<file path="src/rtl/qcis_map.vh">
// register map, field positions and reset values of the queue interrupt block
`ifndef QCIS_MAP_VH
`define QCIS_MAP_VH

// host bus geometry, queue count and counter count
`define QCIS_ADDR_W          9
`define QCIS_DATA_W          32
`define QCIS_NUM_QUEUES      8
`define QCIS_NUM_CNT         32

// register byte offsets
`define QCIS_OFF_QEV_STAT    9'h1c0
`define QCIS_OFF_QEV_MASK    9'h1c4
`define QCIS_OFF_QOU_STAT    9'h1c8
`define QCIS_OFF_QOU_MASK    9'h1cc
`define QCIS_OFF_TXR_STAT    9'h1d0
`define QCIS_OFF_TXR_MASK    9'h1d4
`define QCIS_OFF_RXR_STAT    9'h1d8
`define QCIS_OFF_RXR_MASK    9'h1dc

// reset values
`define QCIS_RST_STAT        32'h0000_0000
`define QCIS_RST_MASK        32'h0000_0000
`define QCIS_RD_UNMAPPED     32'h0000_0000

// per-queue group inside the queue event status word
`define QCIS_GRP_W           4
`define QCIS_QEV_RDY_RISE    3
`define QCIS_QEV_RDY_FALL    2
`define QCIS_QEV_A_RISE      1
`define QCIS_QEV_B_RISE      0

// per-queue group inside the overflow/underrun word
`define QCIS_QOU_OVFL        3
`define QCIS_QOU_UNDR        2

// host interrupt summary bit positions
`define QCIS_SUM_QEV         19
`define QCIS_SUM_QOU         18
`define QCIS_SUM_STATS       16

`endif

</file>
<file path="src/rtl/qcis_edge_det.v">
// edge detector for a vector of same-clock flags
`timescale 1ns/1ps

module qcis_edge_det #(
    parameter W = 8
) (
    input  wire         clk_i,
    input  wire         srst_i,
    input  wire         ce_i,
    input  wire [W-1:0] flag_i,
    output wire [W-1:0] rise_o,
    output wire [W-1:0] fall_o
);

    reg [W-1:0] prev_reg;

    // previous value starts at zero, so a flag already high after reset
    // is reported once as a rising edge
    always @(posedge clk_i) begin
        if (srst_i) begin
            prev_reg <= {W{1'b0}};
        end else if (ce_i) begin
            prev_reg <= flag_i;
        end
    end

    // edges only count while enabled, otherwise a frozen block would
    // report the same edge again on every stalled cycle
    assign rise_o = (flag_i & ~prev_reg) & {W{ce_i}};
    assign fall_o = (~flag_i & prev_reg) & {W{ce_i}};

endmodule // qcis_edge_det

</file>
<file path="src/rtl/qcis_event_reg.v">
// sticky clear-on-read status word with its forwarding mask
`timescale 1ns/1ps

module qcis_event_reg #(
    parameter W = 32
) (
    input  wire         clk_i,
    input  wire         srst_i,
    input  wire         ce_i,
    input  wire [W-1:0] set_i,
    input  wire         clr_i,
    input  wire         mask_wr_i,
    input  wire [W-1:0] mask_wdata_i,
    output wire [W-1:0] status_o,
    output wire [W-1:0] mask_o,
    output wire         pend_o
);

    reg  [W-1:0] status_reg;
    reg  [W-1:0] mask_reg;
    wire [W-1:0] status_next;

    // set wins over the read clear, so no event is lost
    assign status_next = (clr_i ? {W{1'b0}} : status_reg) | set_i;

    always @(posedge clk_i) begin
        if (srst_i) begin
            status_reg <= {W{1'b0}};
            mask_reg   <= {W{1'b0}};
        end else if (ce_i) begin
            status_reg <= status_next;
            if (mask_wr_i) begin
                mask_reg <= mask_wdata_i;
            end
        end
    end

    assign status_o = status_reg;
    assign mask_o   = mask_reg;
    assign pend_o   = |(status_reg & mask_reg);

endmodule // qcis_event_reg

</file>
<file path="src/rtl/qcis_top.v">
// queue event, overflow/underrun and counter rollover interrupt status
`timescale 1ns/1ps
`include "qcis_map.vh"

// Behaviour
// - queue 7 ready rise sets bit 31
// - queue 7 ready fall sets bit 30
// - queue 7 flag A/B rises set 29/28
// - queue n group at bits 4n+3..4n
// - reading any status register clears it
// - queue event mask forwards to summary
// - queue 7 overflow bit 31, underrun 30
// - queue n pairs, lower pair reads zero
// - overflow/underrun mask forwards to summary
// - tx counter n rollover sets bit n
// - tx rollover mask forwards to summary
// - rx counter n+32 rollover sets bit n
// - rx rollover mask forwards to summary
// - summary bits follow sources, read-proof
module qcis_top (
    input  wire                    clk_i,
    input  wire                    srst_i,
    input  wire                    ce_i,
    // host register port
    input  wire [`QCIS_ADDR_W-1:0] host_addr_i,
    input  wire                    host_rd_i,
    input  wire                    host_wr_i,
    input  wire [`QCIS_DATA_W-1:0] host_wdata_i,
    output wire [`QCIS_DATA_W-1:0] host_rdata_o,
    output wire                    host_rvalid_o,
    // queue engine flags and events
    input  wire [7:0]              queue_data_ready_flag_i,
    input  wire [7:0]              queue_status_flag_a_i,
    input  wire [7:0]              queue_status_flag_b_i,
    input  wire [7:0]              queue_overflow_i,
    input  wire [7:0]              queue_underrun_i,
    // statistics counter wrap pulses
    input  wire [31:0]             tx_counter_rollover_i,
    input  wire [31:0]             rx_counter_rollover_i,
    // summary bits toward the host interrupt register
    output wire [31:0]             host_interrupt_summary_o,
    output wire                    summary_queue_event_o,
    output wire                    summary_overflow_underrun_o,
    output wire                    summary_statistics_o
);

    // ------------------------------------------------------------------
    // declarations
    // ------------------------------------------------------------------
    localparam NQ = `QCIS_NUM_QUEUES;
    localparam GW = `QCIS_GRP_W;

    wire [NQ-1:0]              rdy_rise;
    wire [NQ-1:0]              rdy_fall;
    wire [NQ-1:0]              flag_a_rise;
    wire [NQ-1:0]              flag_b_rise;
    wire [NQ-1:0]              flag_a_fall_unused;
    wire [NQ-1:0]              flag_b_fall_unused;

    reg  [`QCIS_DATA_W-1:0]    qev_set;
    reg  [`QCIS_DATA_W-1:0]    qou_set;
    wire [`QCIS_DATA_W-1:0]    txr_set;
    wire [`QCIS_DATA_W-1:0]    rxr_set;

    wire [`QCIS_DATA_W-1:0]    qev_status;
    wire [`QCIS_DATA_W-1:0]    qev_mask;
    wire [`QCIS_DATA_W-1:0]    qou_status;
    wire [`QCIS_DATA_W-1:0]    qou_mask;
    wire [`QCIS_DATA_W-1:0]    txr_status;
    wire [`QCIS_DATA_W-1:0]    txr_mask;
    wire [`QCIS_DATA_W-1:0]    rxr_status;
    wire [`QCIS_DATA_W-1:0]    rxr_mask;

    wire                       qev_pend;
    wire                       qou_pend;
    wire                       txr_pend;
    wire                       rxr_pend;

    wire                       rd_take;
    wire                       wr_take;
    wire                       hit_qev_stat;
    wire                       hit_qev_mask;
    wire                       hit_qou_stat;
    wire                       hit_qou_mask;
    wire                       hit_txr_stat;
    wire                       hit_txr_mask;
    wire                       hit_rxr_stat;
    wire                       hit_rxr_mask;

    reg  [`QCIS_DATA_W-1:0]    rdata_next;
    reg  [`QCIS_DATA_W-1:0]    rdata_reg;
    reg                        rvalid_reg;
    reg  [31:0]                summary_reg;
    wire [31:0]                summary_next;

    integer                    q;

    // ------------------------------------------------------------------
    // edge detection on the queue flags
    // ------------------------------------------------------------------
    qcis_edge_det #(
        .W (NQ)
    ) u_rdy_edge (
        .clk_i  (clk_i),
        .srst_i (srst_i),
        .ce_i   (ce_i),
        .flag_i (queue_data_ready_flag_i),
        .rise_o (rdy_rise),
        .fall_o (rdy_fall)
    );

    // flag falls are not events here; only rises are latched
    qcis_edge_det #(
        .W (NQ)
    ) u_a_edge (
        .clk_i  (clk_i),
        .srst_i (srst_i),
        .ce_i   (ce_i),
        .flag_i (queue_status_flag_a_i),
        .rise_o (flag_a_rise),
        .fall_o (flag_a_fall_unused)
    );

    qcis_edge_det #(
        .W (NQ)
    ) u_b_edge (
        .clk_i  (clk_i),
        .srst_i (srst_i),
        .ce_i   (ce_i),
        .flag_i (queue_status_flag_b_i),
        .rise_o (flag_b_rise),
        .fall_o (flag_b_fall_unused)
    );

    // ------------------------------------------------------------------
    // placement of events into the status words
    // ------------------------------------------------------------------
    always @* begin
        qev_set = `QCIS_RST_STAT;
        qou_set = `QCIS_RST_STAT;
        for (q = 0; q < NQ; q = q + 1) begin
            qev_set[q*GW + `QCIS_QEV_RDY_RISE] = rdy_rise[q];
            qev_set[q*GW + `QCIS_QEV_RDY_FALL] = rdy_fall[q];
            qev_set[q*GW + `QCIS_QEV_A_RISE]   = flag_a_rise[q];
            qev_set[q*GW + `QCIS_QEV_B_RISE]   = flag_b_rise[q];
            // the two bits below each pair stay zero as reserved
            qou_set[q*GW + `QCIS_QOU_OVFL] =
                queue_overflow_i[q] & ce_i;
            qou_set[q*GW + `QCIS_QOU_UNDR] =
                queue_underrun_i[q] & ce_i;
        end
    end

    // counter wraps are one-cycle pulses; gated so a stall cannot
    // let the frozen register miss them silently twice
    assign txr_set = tx_counter_rollover_i & {32{ce_i}};
    // rx counter index n+32 arrives on input bit n
    assign rxr_set = rx_counter_rollover_i & {32{ce_i}};

    // ------------------------------------------------------------------
    // host register decode
    // ------------------------------------------------------------------
    assign rd_take = host_rd_i & ce_i;
    assign wr_take = host_wr_i & ce_i & ~host_rd_i;

    assign hit_qev_stat = (host_addr_i == `QCIS_OFF_QEV_STAT);
    assign hit_qev_mask = (host_addr_i == `QCIS_OFF_QEV_MASK);
    assign hit_qou_stat = (host_addr_i == `QCIS_OFF_QOU_STAT);
    assign hit_qou_mask = (host_addr_i == `QCIS_OFF_QOU_MASK);
    assign hit_txr_stat = (host_addr_i == `QCIS_OFF_TXR_STAT);
    assign hit_txr_mask = (host_addr_i == `QCIS_OFF_TXR_MASK);
    assign hit_rxr_stat = (host_addr_i == `QCIS_OFF_RXR_STAT);
    assign hit_rxr_mask = (host_addr_i == `QCIS_OFF_RXR_MASK);

    // ------------------------------------------------------------------
    // status and mask registers
    // ------------------------------------------------------------------
    // clear on read; a same-cycle set survives inside the register
    qcis_event_reg #(
        .W (`QCIS_DATA_W)
    ) u_qev (
        .clk_i        (clk_i),
        .srst_i       (srst_i),
        .ce_i         (ce_i),
        .set_i        (qev_set),
        .clr_i        (rd_take & hit_qev_stat),
        .mask_wr_i    (wr_take & hit_qev_mask),
        .mask_wdata_i (host_wdata_i),
        .status_o     (qev_status),
        .mask_o       (qev_mask),
        .pend_o       (qev_pend)
    );

    qcis_event_reg #(
        .W (`QCIS_DATA_W)
    ) u_qou (
        .clk_i        (clk_i),
        .srst_i       (srst_i),
        .ce_i         (ce_i),
        .set_i        (qou_set),
        .clr_i        (rd_take & hit_qou_stat),
        .mask_wr_i    (wr_take & hit_qou_mask),
        .mask_wdata_i (host_wdata_i),
        .status_o     (qou_status),
        .mask_o       (qou_mask),
        .pend_o       (qou_pend)
    );

    qcis_event_reg #(
        .W (`QCIS_DATA_W)
    ) u_txr (
        .clk_i        (clk_i),
        .srst_i       (srst_i),
        .ce_i         (ce_i),
        .set_i        (txr_set),
        .clr_i        (rd_take & hit_txr_stat),
        .mask_wr_i    (wr_take & hit_txr_mask),
        .mask_wdata_i (host_wdata_i),
        .status_o     (txr_status),
        .mask_o       (txr_mask),
        .pend_o       (txr_pend)
    );

    qcis_event_reg #(
        .W (`QCIS_DATA_W)
    ) u_rxr (
        .clk_i        (clk_i),
        .srst_i       (srst_i),
        .ce_i         (ce_i),
        .set_i        (rxr_set),
        .clr_i        (rd_take & hit_rxr_stat),
        .mask_wr_i    (wr_take & hit_rxr_mask),
        .mask_wdata_i (host_wdata_i),
        .status_o     (rxr_status),
        .mask_o       (rxr_mask),
        .pend_o       (rxr_pend)
    );

    // ------------------------------------------------------------------
    // read data path
    // ------------------------------------------------------------------
    // the value returned is the one held before the clearing edge
    always @* begin
        rdata_next = `QCIS_RD_UNMAPPED;
        case (1'b1)
            hit_qev_stat: rdata_next = qev_status;
            hit_qev_mask: rdata_next = qev_mask;
            hit_qou_stat: rdata_next = qou_status;
            hit_qou_mask: rdata_next = qou_mask;
            hit_txr_stat: rdata_next = txr_status;
            hit_txr_mask: rdata_next = txr_mask;
            hit_rxr_stat: rdata_next = rxr_status;
            hit_rxr_mask: rdata_next = rxr_mask;
            default:      rdata_next = `QCIS_RD_UNMAPPED;
        endcase
    end

    always @(posedge clk_i) begin
        if (srst_i) begin
            rdata_reg  <= `QCIS_RD_UNMAPPED;
            rvalid_reg <= 1'b0;
        end else if (ce_i) begin
            rvalid_reg <= host_rd_i;
            if (host_rd_i) begin
                rdata_reg <= rdata_next;
            end
        end
    end

    assign host_rdata_o  = rdata_reg;
    assign host_rvalid_o = rvalid_reg;

    // ------------------------------------------------------------------
    // host interrupt summary
    // ------------------------------------------------------------------
    // level bits: they drop only when the status bits behind them are
    // read away or masked off, never by a read of the summary itself
    assign summary_next = (32'h0000_0001 << `QCIS_SUM_QEV)
                              & {32{qev_pend}}
                        | (32'h0000_0001 << `QCIS_SUM_QOU)
                              & {32{qou_pend}}
                        | (32'h0000_0001 << `QCIS_SUM_STATS)
                              & {32{txr_pend | rxr_pend}};

    always @(posedge clk_i) begin
        if (srst_i) begin
            summary_reg <= 32'h0000_0000;
        end else if (ce_i) begin
            summary_reg <= summary_next;
        end
    end

    assign host_interrupt_summary_o    = summary_reg;
    assign summary_queue_event_o       = summary_reg[`QCIS_SUM_QEV];
    assign summary_overflow_underrun_o = summary_reg[`QCIS_SUM_QOU];
    assign summary_statistics_o        = summary_reg[`QCIS_SUM_STATS];

endmodule // qcis_top

</file>
<file path="config.mk">
export PLATFORM = sky130hd
export DESIGN_NAME = qcis_top
export DESIGN_NICKNAME = d
export VERILOG_FILES = /design/src/rtl/qcis_edge_det.v /design/src/rtl/qcis_event_reg.v /design/src/rtl/qcis_top.v
export VERILOG_INCLUDE_DIRS = /design/src /design/src/rtl
export SDC_FILE = /design/constraint.sdc
export NUM_CORES = 1
export LEC_CHECK = 0
export ABC_AREA = 1
export BUFFER_PORTS_ARGS = -buffer_cell sky130_fd_sc_hd__buf_4
export CORE_MARGIN = 3
export CORE_UTILIZATION = 45
export CTS_CLUSTER_DIAMETER = 100
export DETAILED_ROUTE_END_ITERATION = 10
export HOLD_SLACK_MARGIN = 0.15
export SETUP_SLACK_MARGIN = 0.3
export SLEW_MARGIN = 20
export SYNTH_ARGS = -nofsm -noshare
export SYNTH_HDL_FRONTEND = slang
export SYNTH_HIERARCHICAL = 1
export SYNTH_SLANG_ARGS = --single-unit
</file>
<file path="constraint.sdc">
create_clock -name clk_i -period 4.1 [get_ports clk_i]
set_input_delay 0.205 -clock clk_i [delete_from_list [all_inputs] [get_ports clk_i]]
set_output_delay 0.205 -clock clk_i [all_outputs]
set_load 0.02 [all_outputs]
</file>
==> results of run 1 <==
[power by group through the flow]
stage,sequential [mW],clock [mW],combinational [mW]
final,3.24,3.10,0.652
after global routing,3.25,3.27,0.715
after CTS,3.24,3.15,0.644
after detailed placement,3.31,0,0.534
after global placement,3.30,0,0.529
after floorplan,3.27,0,0.337
[area by class of cell]
class / instances / area, µm² / area share
Multi-Input combinational cell: 1824 / 8200 / 0.410
Clock inverter: 11 / 95.1 / 0.00475
Sequential cell: 316 / 6330 / 0.316
Tap cell: 461 / 577 / 0.0288
Timing Repair Buffer: 348 / 3000 / 0.150
Inverter: 214 / 808 / 0.0404
Clock buffer: 49 / 1010 / 0.0505
[worst register-to-register path: stages (launching register included)]
cell,delay (ns)
sky130_fd_sc_hd__dfxtp_1,0.40
sky130_fd_sc_hd__nand2_1,0.11
sky130_fd_sc_hd__nand2_1,0.05
sky130_fd_sc_hd__nor2_1,0.23
sky130_fd_sc_hd__nand2_1,0.08
sky130_fd_sc_hd__nor2_1,0.10
sky130_fd_sc_hd__nand2_1,0.11
sky130_fd_sc_hd__nor3_1,0.37
sky130_fd_sc_hd__nor2_1,0.07
[through the flow]
step	hold WS (ns)	worst slack, ns
floorplan	0.267	2.45
global placement	0.451	1.33
detailed placement	0.459	1.31
CTS	0.192	1.28
global route	0.225	1.07
finish	0.206	1.17
[worst paths after layout]
path | slack (ns) | start | end
max | 1.17 | ce_i | u_rxr/mask_o[3]
min | 0.21 | rx_counter_rollover_i[25] | u_rxr/status_o[25]
max reg2reg | 2.45 | u_rxr/status_o[1] | host_interrupt_summary_o[16]
min reg2reg | 0.47 | u_b_edge/prev_reg[5] | u_b_edge/prev_reg[5]
[layer usage]
metal	track usage	wire length, µm	vias to the layer above
li1	-	-	8172
met1	0.403	25300	7548
met2	0.446	25300	588
met3	0.0359	3850	99
met4	0.0937	1910	0
met5	0	0	-
==> flow_summary.rst, run 1 <==
.. list-table::
   :header-rows: 1

   * - Metric
     - Value
   * - RSZ-0062 raised after global routing
     - false
   * - Overall routed net length
     - 56400 µm
   * - Clock period minus final worst setup slack
     - 2.93 ns
   * - Cells traversed along the worst timing path
     - dlygate4sd3_1 > clkbuf_8 > inv_1 > nor2_1 > nand2_1 > nor3_1 > nand2_4 > buf_4 > clkinv_2 > nand2_1 > a21oi_1
   * - Synthesized instance count
     - 2485
   * - PD cells
     - 349 nW/µm²
   * - CP Depth
     - 11
   * - Maximum number of buffers from clock root to sink
     - 3
   * - Most common cell after layout, fill and taps aside
     - sky130_fd_sc_hd__nand2_1
   * - Vias in the first global route
     - 15100
   * - Final Skew
     - 0.0151 ns
   * - Post-synthesis instance area
     - 16300 µm²
   * - GR Util All Layers
     - 0.283
   * - Area after detailed placement
     - 17500 µm²
   * - Power spent charging and discharging nets
     - 1.76 mW
   * - Outcome
     - complete, no violations
   * - CTS tree
     - done
   * - Largest fanout on the critical path
     - 33
   * - Antenna violations before repair
     - 0
   * - Period utilization
     - 0.715
   * - Vias per inst
     - 5.09
   * - DP HPWL
     - 38300 µm
   * - CP Launch Type
     - primary input
   * - Clk slew on worst S/H paths
     - 0.06 ns
   * - Number of gates resized after cts
     - 0
   * - Worst min-delay path class
     - in2reg
   * - Final cell utilization of the core
     - 0.563
   * - Detailed-router iteration count before antenna repair
     - 7
   * - Clock net sink count
     - 316
   * - Num CTS Buffers
     - 36
   * - Starting utilization of the core area
     - 0.457
   * - Detailed router's first-iteration violation count
     - 1513
   * - Power consumption
     - 6.99 mW
   * - Cell seen most often among critical-path stages
     - sky130_fd_sc_hd__nand2_1
   * - Leading cell types in the layout, fill and taps excluded
     - sky130_fd_sc_hd__nand2_1, sky130_fd_sc_hd__dfxtp_1, sky130_fd_sc_hd__a21oi_1, sky130_fd_sc_hd__buf_4, sky130_fd_sc_hd__inv_1
   * - Kind of end point of the critical path
     - flip-flop
   * - Insertion delay of the later-clocked pin in the worst-skew pair
     - 0.52 ns
   * - Via Count
     - 16400
   * - Number of cells on the worst hold path
     - 5
   * - Port buffer count
     - 188
   * - Die area
     - 38500 µm²
   * - Cell type group with the largest total delay on the critical path
     - buffers and inverters
   * - Total congestion overflow
     - 0
   * - Fill cell count
     - 3518
   * - Syn. warnings
     - 6
   * - Fraction of power consumed by sequential logic
     - 0.464
   * - Tightest slew margin relative to the limit
     - 0.304
   * - P&R area growth vs syn
     - 23.0%
   * - RD Place Congestion
     - 0.886
   * - Path type of the worst setup path
     - in2reg
   * - MaxCap Viol Count
     - 0
   * - Final count of hold timing violations
     - 0
   * - Pin count of the biggest net entering global routing
     - 133
   * - Die Width
     - 196 µm
   * - Number of cells traversed by the worst register-to-register path
     - 8
   * - DRT antenna net count
     - 0
   * - Core area
     - 35600 µm²
   * - Die height
     - 196 µm
   * - Switching portion of total power
     - 0.252
   * - P_int
     - 5.23 mW
   * - Data arrival time at the worst-slack endpoint
     - 3.30 ns
   * - Accumulated negative setup slack
     - 0 ns
   * - Share of power burned in the clock network
     - 0.443
   * - Layout cells sized above 1
     - 0.147
   * - Number of setup violations in the final report
     - 0
   * - Post-layout net count
     - 2890
   * - WL per Instance
     - 17.5 µm
   * - Diode insertion count for antenna repair
     - 0
   * - Final non-filler cell area
     - 20000 µm²
   * - CTS H-tree depth
     - 2
   * - Number of buffers inserted by post-CTS setup repair
     - 0
   * - Wire length of the first global-routing pass
     - 86300 µm
   * - Worst path slowest cell
     - sky130_fd_sc_hd__clkinv_2
   * - Worst vdd rail ir drop
     - 0.000298 V
   * - Average cell area after synthesis
     - 6.55 µm²
   * - Count of final max-slew check failures
     - 0
   * - Data required time of the worst path
     - 4.47 ns
   * - Worst Tran Pin Value
     - 1.04 ns
   * - Maximum achievable frequency
     - 341 MHz
   * - Number of placed instances, taps included
     - 3020
   * - DR DRC count
     - 0
   * - Power share of the combinational group
     - 0.093
   * - Layout Cells excl Fill
     - 3223
   * - I/O pin total
     - 218
   * - Library cell used as clock root buffer
     - sky130_fd_sc_hd__clkbuf_16
   * - FP Rows
     - 69
   * - Leakage power
     - 9.02 nW
   * - Buffers and inverters on the worst path
     - 5
   * - Delay of the slowest cell on the worst path
     - 0.66 ns
   * - CTS hold repair buffers
     - 143
Power figures use the tool's default switching activity.
==> inputs of run 2 (changes only) <==
--- a/config.mk
+++ b/config.mk
@@ -13,6 +13,7 @@
 export CTS_CLUSTER_DIAMETER = 100
 export DETAILED_ROUTE_END_ITERATION = 10
 export HOLD_SLACK_MARGIN = 0.15
+export PLACE_DENSITY = 0.67
 export SETUP_SLACK_MARGIN = 0.3
 export SLEW_MARGIN = 20
 export SYNTH_ARGS = -nofsm -noshare
==> constraint.sdc (replaced) <==
create_clock -name clk_i -period 2.6 [get_ports clk_i]
set_input_delay 0.13 -clock clk_i [delete_from_list [all_inputs] [get_ports clk_i]]
set_output_delay 0.13 -clock clk_i [all_outputs]
set_load 0.02 [all_outputs]
==> run 2 against run 1 <==
Effect of this change:
- cell count rose by 0.40%
- critical endpoint is now u_qev/mask_o[19]
- utilization increased by 0.67 points
- count of clock-buffer cells in the layout grew 3
- largest cell class unchanged
- clock skew up 0.00099 ns
- register-to-register slack lost 1.4 ns
==> flow_summary.rst, run 2 (synthesis gave the netlist of run 1 again) <==
.. list-table::
   :header-rows: 1

   * - Metric
     - Value
   * - Insertion delay of the later-clocked pin in the worst-skew pair
     - 0.52 ns
   * - Worst Tran Pin Value
     - 0.946 ns
   * - Path type of the worst setup path
     - in2reg
   * - RSZ-0062 raised after global routing
     - false
   * - Wire length of the first global-routing pass
     - 86400 µm
   * - Delay of the slowest cell on the worst path
     - 0.54 ns
   * - Worst min-delay path class
     - in2reg
   * - Die Width
     - 196 µm
   * - Flop2flop setup slack
     - 1.06 ns
   * - Diode insertion count for antenna repair
     - 0
   * - I/O pin total
     - 218
   * - Outcome
     - complete, no violations
   * - Vias in the first global route
     - 15300
   * - Fill cell count
     - 3395
   * - CP Launch Type
     - primary input
   * - Via Count
     - 16600
   * - RD Place Congestion
     - 0.889
   * - Die height
     - 196 µm
   * - Layout Cells excl Fill
     - 3236
   * - P&R area growth vs syn
     - 24.5%
   * - Post-layout net count
     - 2899
   * - Worst path slowest cell
     - sky130_fd_sc_hd__dlygate4sd3_1
   * - Area taken by multi-input logic gates
     - 8200 µm²
   * - Largest fanout on the critical path
     - 62
   * - Number of placed instances, taps included
     - 3029
   * - Vias per inst
     - 5.13
   * - Number of cells on the worst hold path
     - 4
   * - CTS H-tree depth
     - 2
   * - Worst vdd rail ir drop
     - 0.000413 V
   * - Detailed-router iteration count before antenna repair
     - 6
   * - Number of buffers inserted by post-CTS setup repair
     - 0
   * - Accumulated negative setup slack
     - 0 ns
   * - Core area
     - 35600 µm²
   * - Final count of hold timing violations
     - 0
   * - Power spent charging and discharging nets
     - 2.72 mW
   * - Detailed router's first-iteration violation count
     - 1803
   * - P_int
     - 8.56 mW
   * - Storage element area
     - 6330 µm²
   * - Library cell used as clock root buffer
     - sky130_fd_sc_hd__clkbuf_16
   * - Die area
     - 38500 µm²
   * - Most common cell after layout, fill and taps aside
     - sky130_fd_sc_hd__nand2_1
   * - DP HPWL
     - 38400 µm
   * - Switching portion of total power
     - 0.241
   * - DR DRC count
     - 0
   * - Layout cells sized above 1
     - 0.151
   * - Final cell utilization of the core
     - 0.569
   * - FP Rows
     - 69
   * - WL per Instance
     - 17.4 µm
   * - Leakage power
     - 9.17 nW
   * - Number of cells traversed by the worst register-to-register path
     - 8
   * - Worst setup slack after placement
     - 0.291 ns
   * - DRT antenna net count
     - 0
   * - Clock net sink count
     - 316
   * - Final Skew
     - 0.0161 ns
   * - Antenna violations before repair
     - 0
   * - Maximum number of buffers from clock root to sink
     - 3
   * - Port buffer count
     - 188
   * - Tightest slew margin relative to the limit
     - 0.366
   * - Data required time of the worst path
     - 3.03 ns
   * - Count of final max-slew check failures
     - 0
   * - Cells traversed along the worst timing path
     - dlygate4sd3_1 > clkbuf_8 > buf_4 > nand2_4 > clkinv_2 > nand2_1 > a21oi_1
   * - Share of power burned in the clock network
     - 0.455
   * - Kind of end point of the critical path
     - flip-flop
   * - Clk slew on worst S/H paths
     - 0.06 ns
   * - Total congestion overflow
     - 0
   * - Starting utilization of the core area
     - 0.457
   * - Post-route worst setup slack
     - 0.547 ns
   * - Pin count of the biggest net entering global routing
     - 135
   * - Maximum achievable frequency
     - 487 MHz
   * - PD cells
     - 557 nW/µm²
   * - MaxCap Viol Count
     - 0
   * - Fraction of power consumed by sequential logic
     - 0.453
   * - Leading cell types in the layout, fill and taps excluded
     - sky130_fd_sc_hd__nand2_1, sky130_fd_sc_hd__dfxtp_1, sky130_fd_sc_hd__a21oi_1, sky130_fd_sc_hd__buf_4, sky130_fd_sc_hd__inv_1
   * - Power consumption
     - 11.3 mW
   * - Power share of the combinational group
     - 0.092
   * - Number of setup violations in the final report
     - 0
   * - CTS tree
     - done
   * - Num CTS Buffers
     - 35
   * - Overall routed net length
     - 56300 µm
   * - Period utilization
     - 0.790
   * - Clock period minus final worst setup slack
     - 2.05 ns
   * - GR Util All Layers
     - 0.283
   * - Data arrival time at the worst-slack endpoint
     - 2.49 ns
-- run 2: cell types whose count changed in the layout (fill, tap and decap cells not counted) --
| cell | before | now |
|---|---|---|
| sky130_fd_sc_hd__clkbuf_8 | 5 | 9 |
| sky130_fd_sc_hd__bufinv_16 | 1 | 3 |
| sky130_fd_sc_hd__dlygate4sd3_1 | 143 | 144 |
| sky130_fd_sc_hd__buf_12 | 1 | 7 |
| sky130_fd_sc_hd__clkinv_2 | 9 | 12 |
| sky130_fd_sc_hd__clkbuf_1 | 8 | 7 |
| sky130_fd_sc_hd__buf_4 | 201 | 204 |
| sky130_fd_sc_hd__inv_6 | 2 | 0 |
| sky130_fd_sc_hd__clkinvlp_4 | 3 | 0 |
-- run 2: layout make-up --
type / count / share of cell area
multi-input combinational: 1824 / 0.405
clock buffer: 52 / 0.0525
clock inverter: 11 / 0.00643
timing repair buffer: 358 / 0.156
tap: 461 / 0.0285
sequential: 316 / 0.312
inverter: 214 / 0.0399
-- run 2: worst paths after layout --
kind | from | end
worst max-delay path | ce_i | u_qev/mask_o[19]
worst min register to register | u_b_edge/prev_reg[6] | u_b_edge/prev_reg[6]
worst min-delay path | host_rd_i | host_rdata_o[31]
worst max register to register | u_rxr/status_o[1] | host_interrupt_summary_o[16]
-- run 2: metal layers --
layer  wire length (µm)  GRT usage
met1              24800      0.393
met5                  0          0
met4               1770     0.0906
met3               4170     0.0405
met2              25600      0.454
-- run 2: worst max-delay path: cells and delay by family --
family	cells	cell delay, ns
buffers and inverters	4	1.67
AO/OA/AOI/OAI	1	0.18
AND/OR/NAND/NOR	2	0.46
-- run 2: what timing repair did --
item	in CTS	in global routing
resized for setup	0	1
endpoints found under the setup margin	0	1
hold buffers	144	0
endpoints found under the hold margin	288	0
-- run 2: metrics by stage --
stage               cell area (µm²)  hold slack [ns]
floorplan                     16400            0.192
global placement              17600            0.402
detailed placement            17600            0.407
CTS                           20200            0.166
global route                  20300            0.196
finish                        20300            0.162
-- run 2: power by group through the flow --
stage | combinational (mW) | clock, mW | sequential, mW
after CTS | 1.02 | 5.22 | 5.11
after global routing | 1.14 | 5.42 | 5.12
after floorplan | 0.531 | 0 | 5.15
after detailed placement | 0.849 | 0 | 5.21
after global placement | 0.836 | 0 | 5.21
final | 1.04 | 5.13 | 5.11
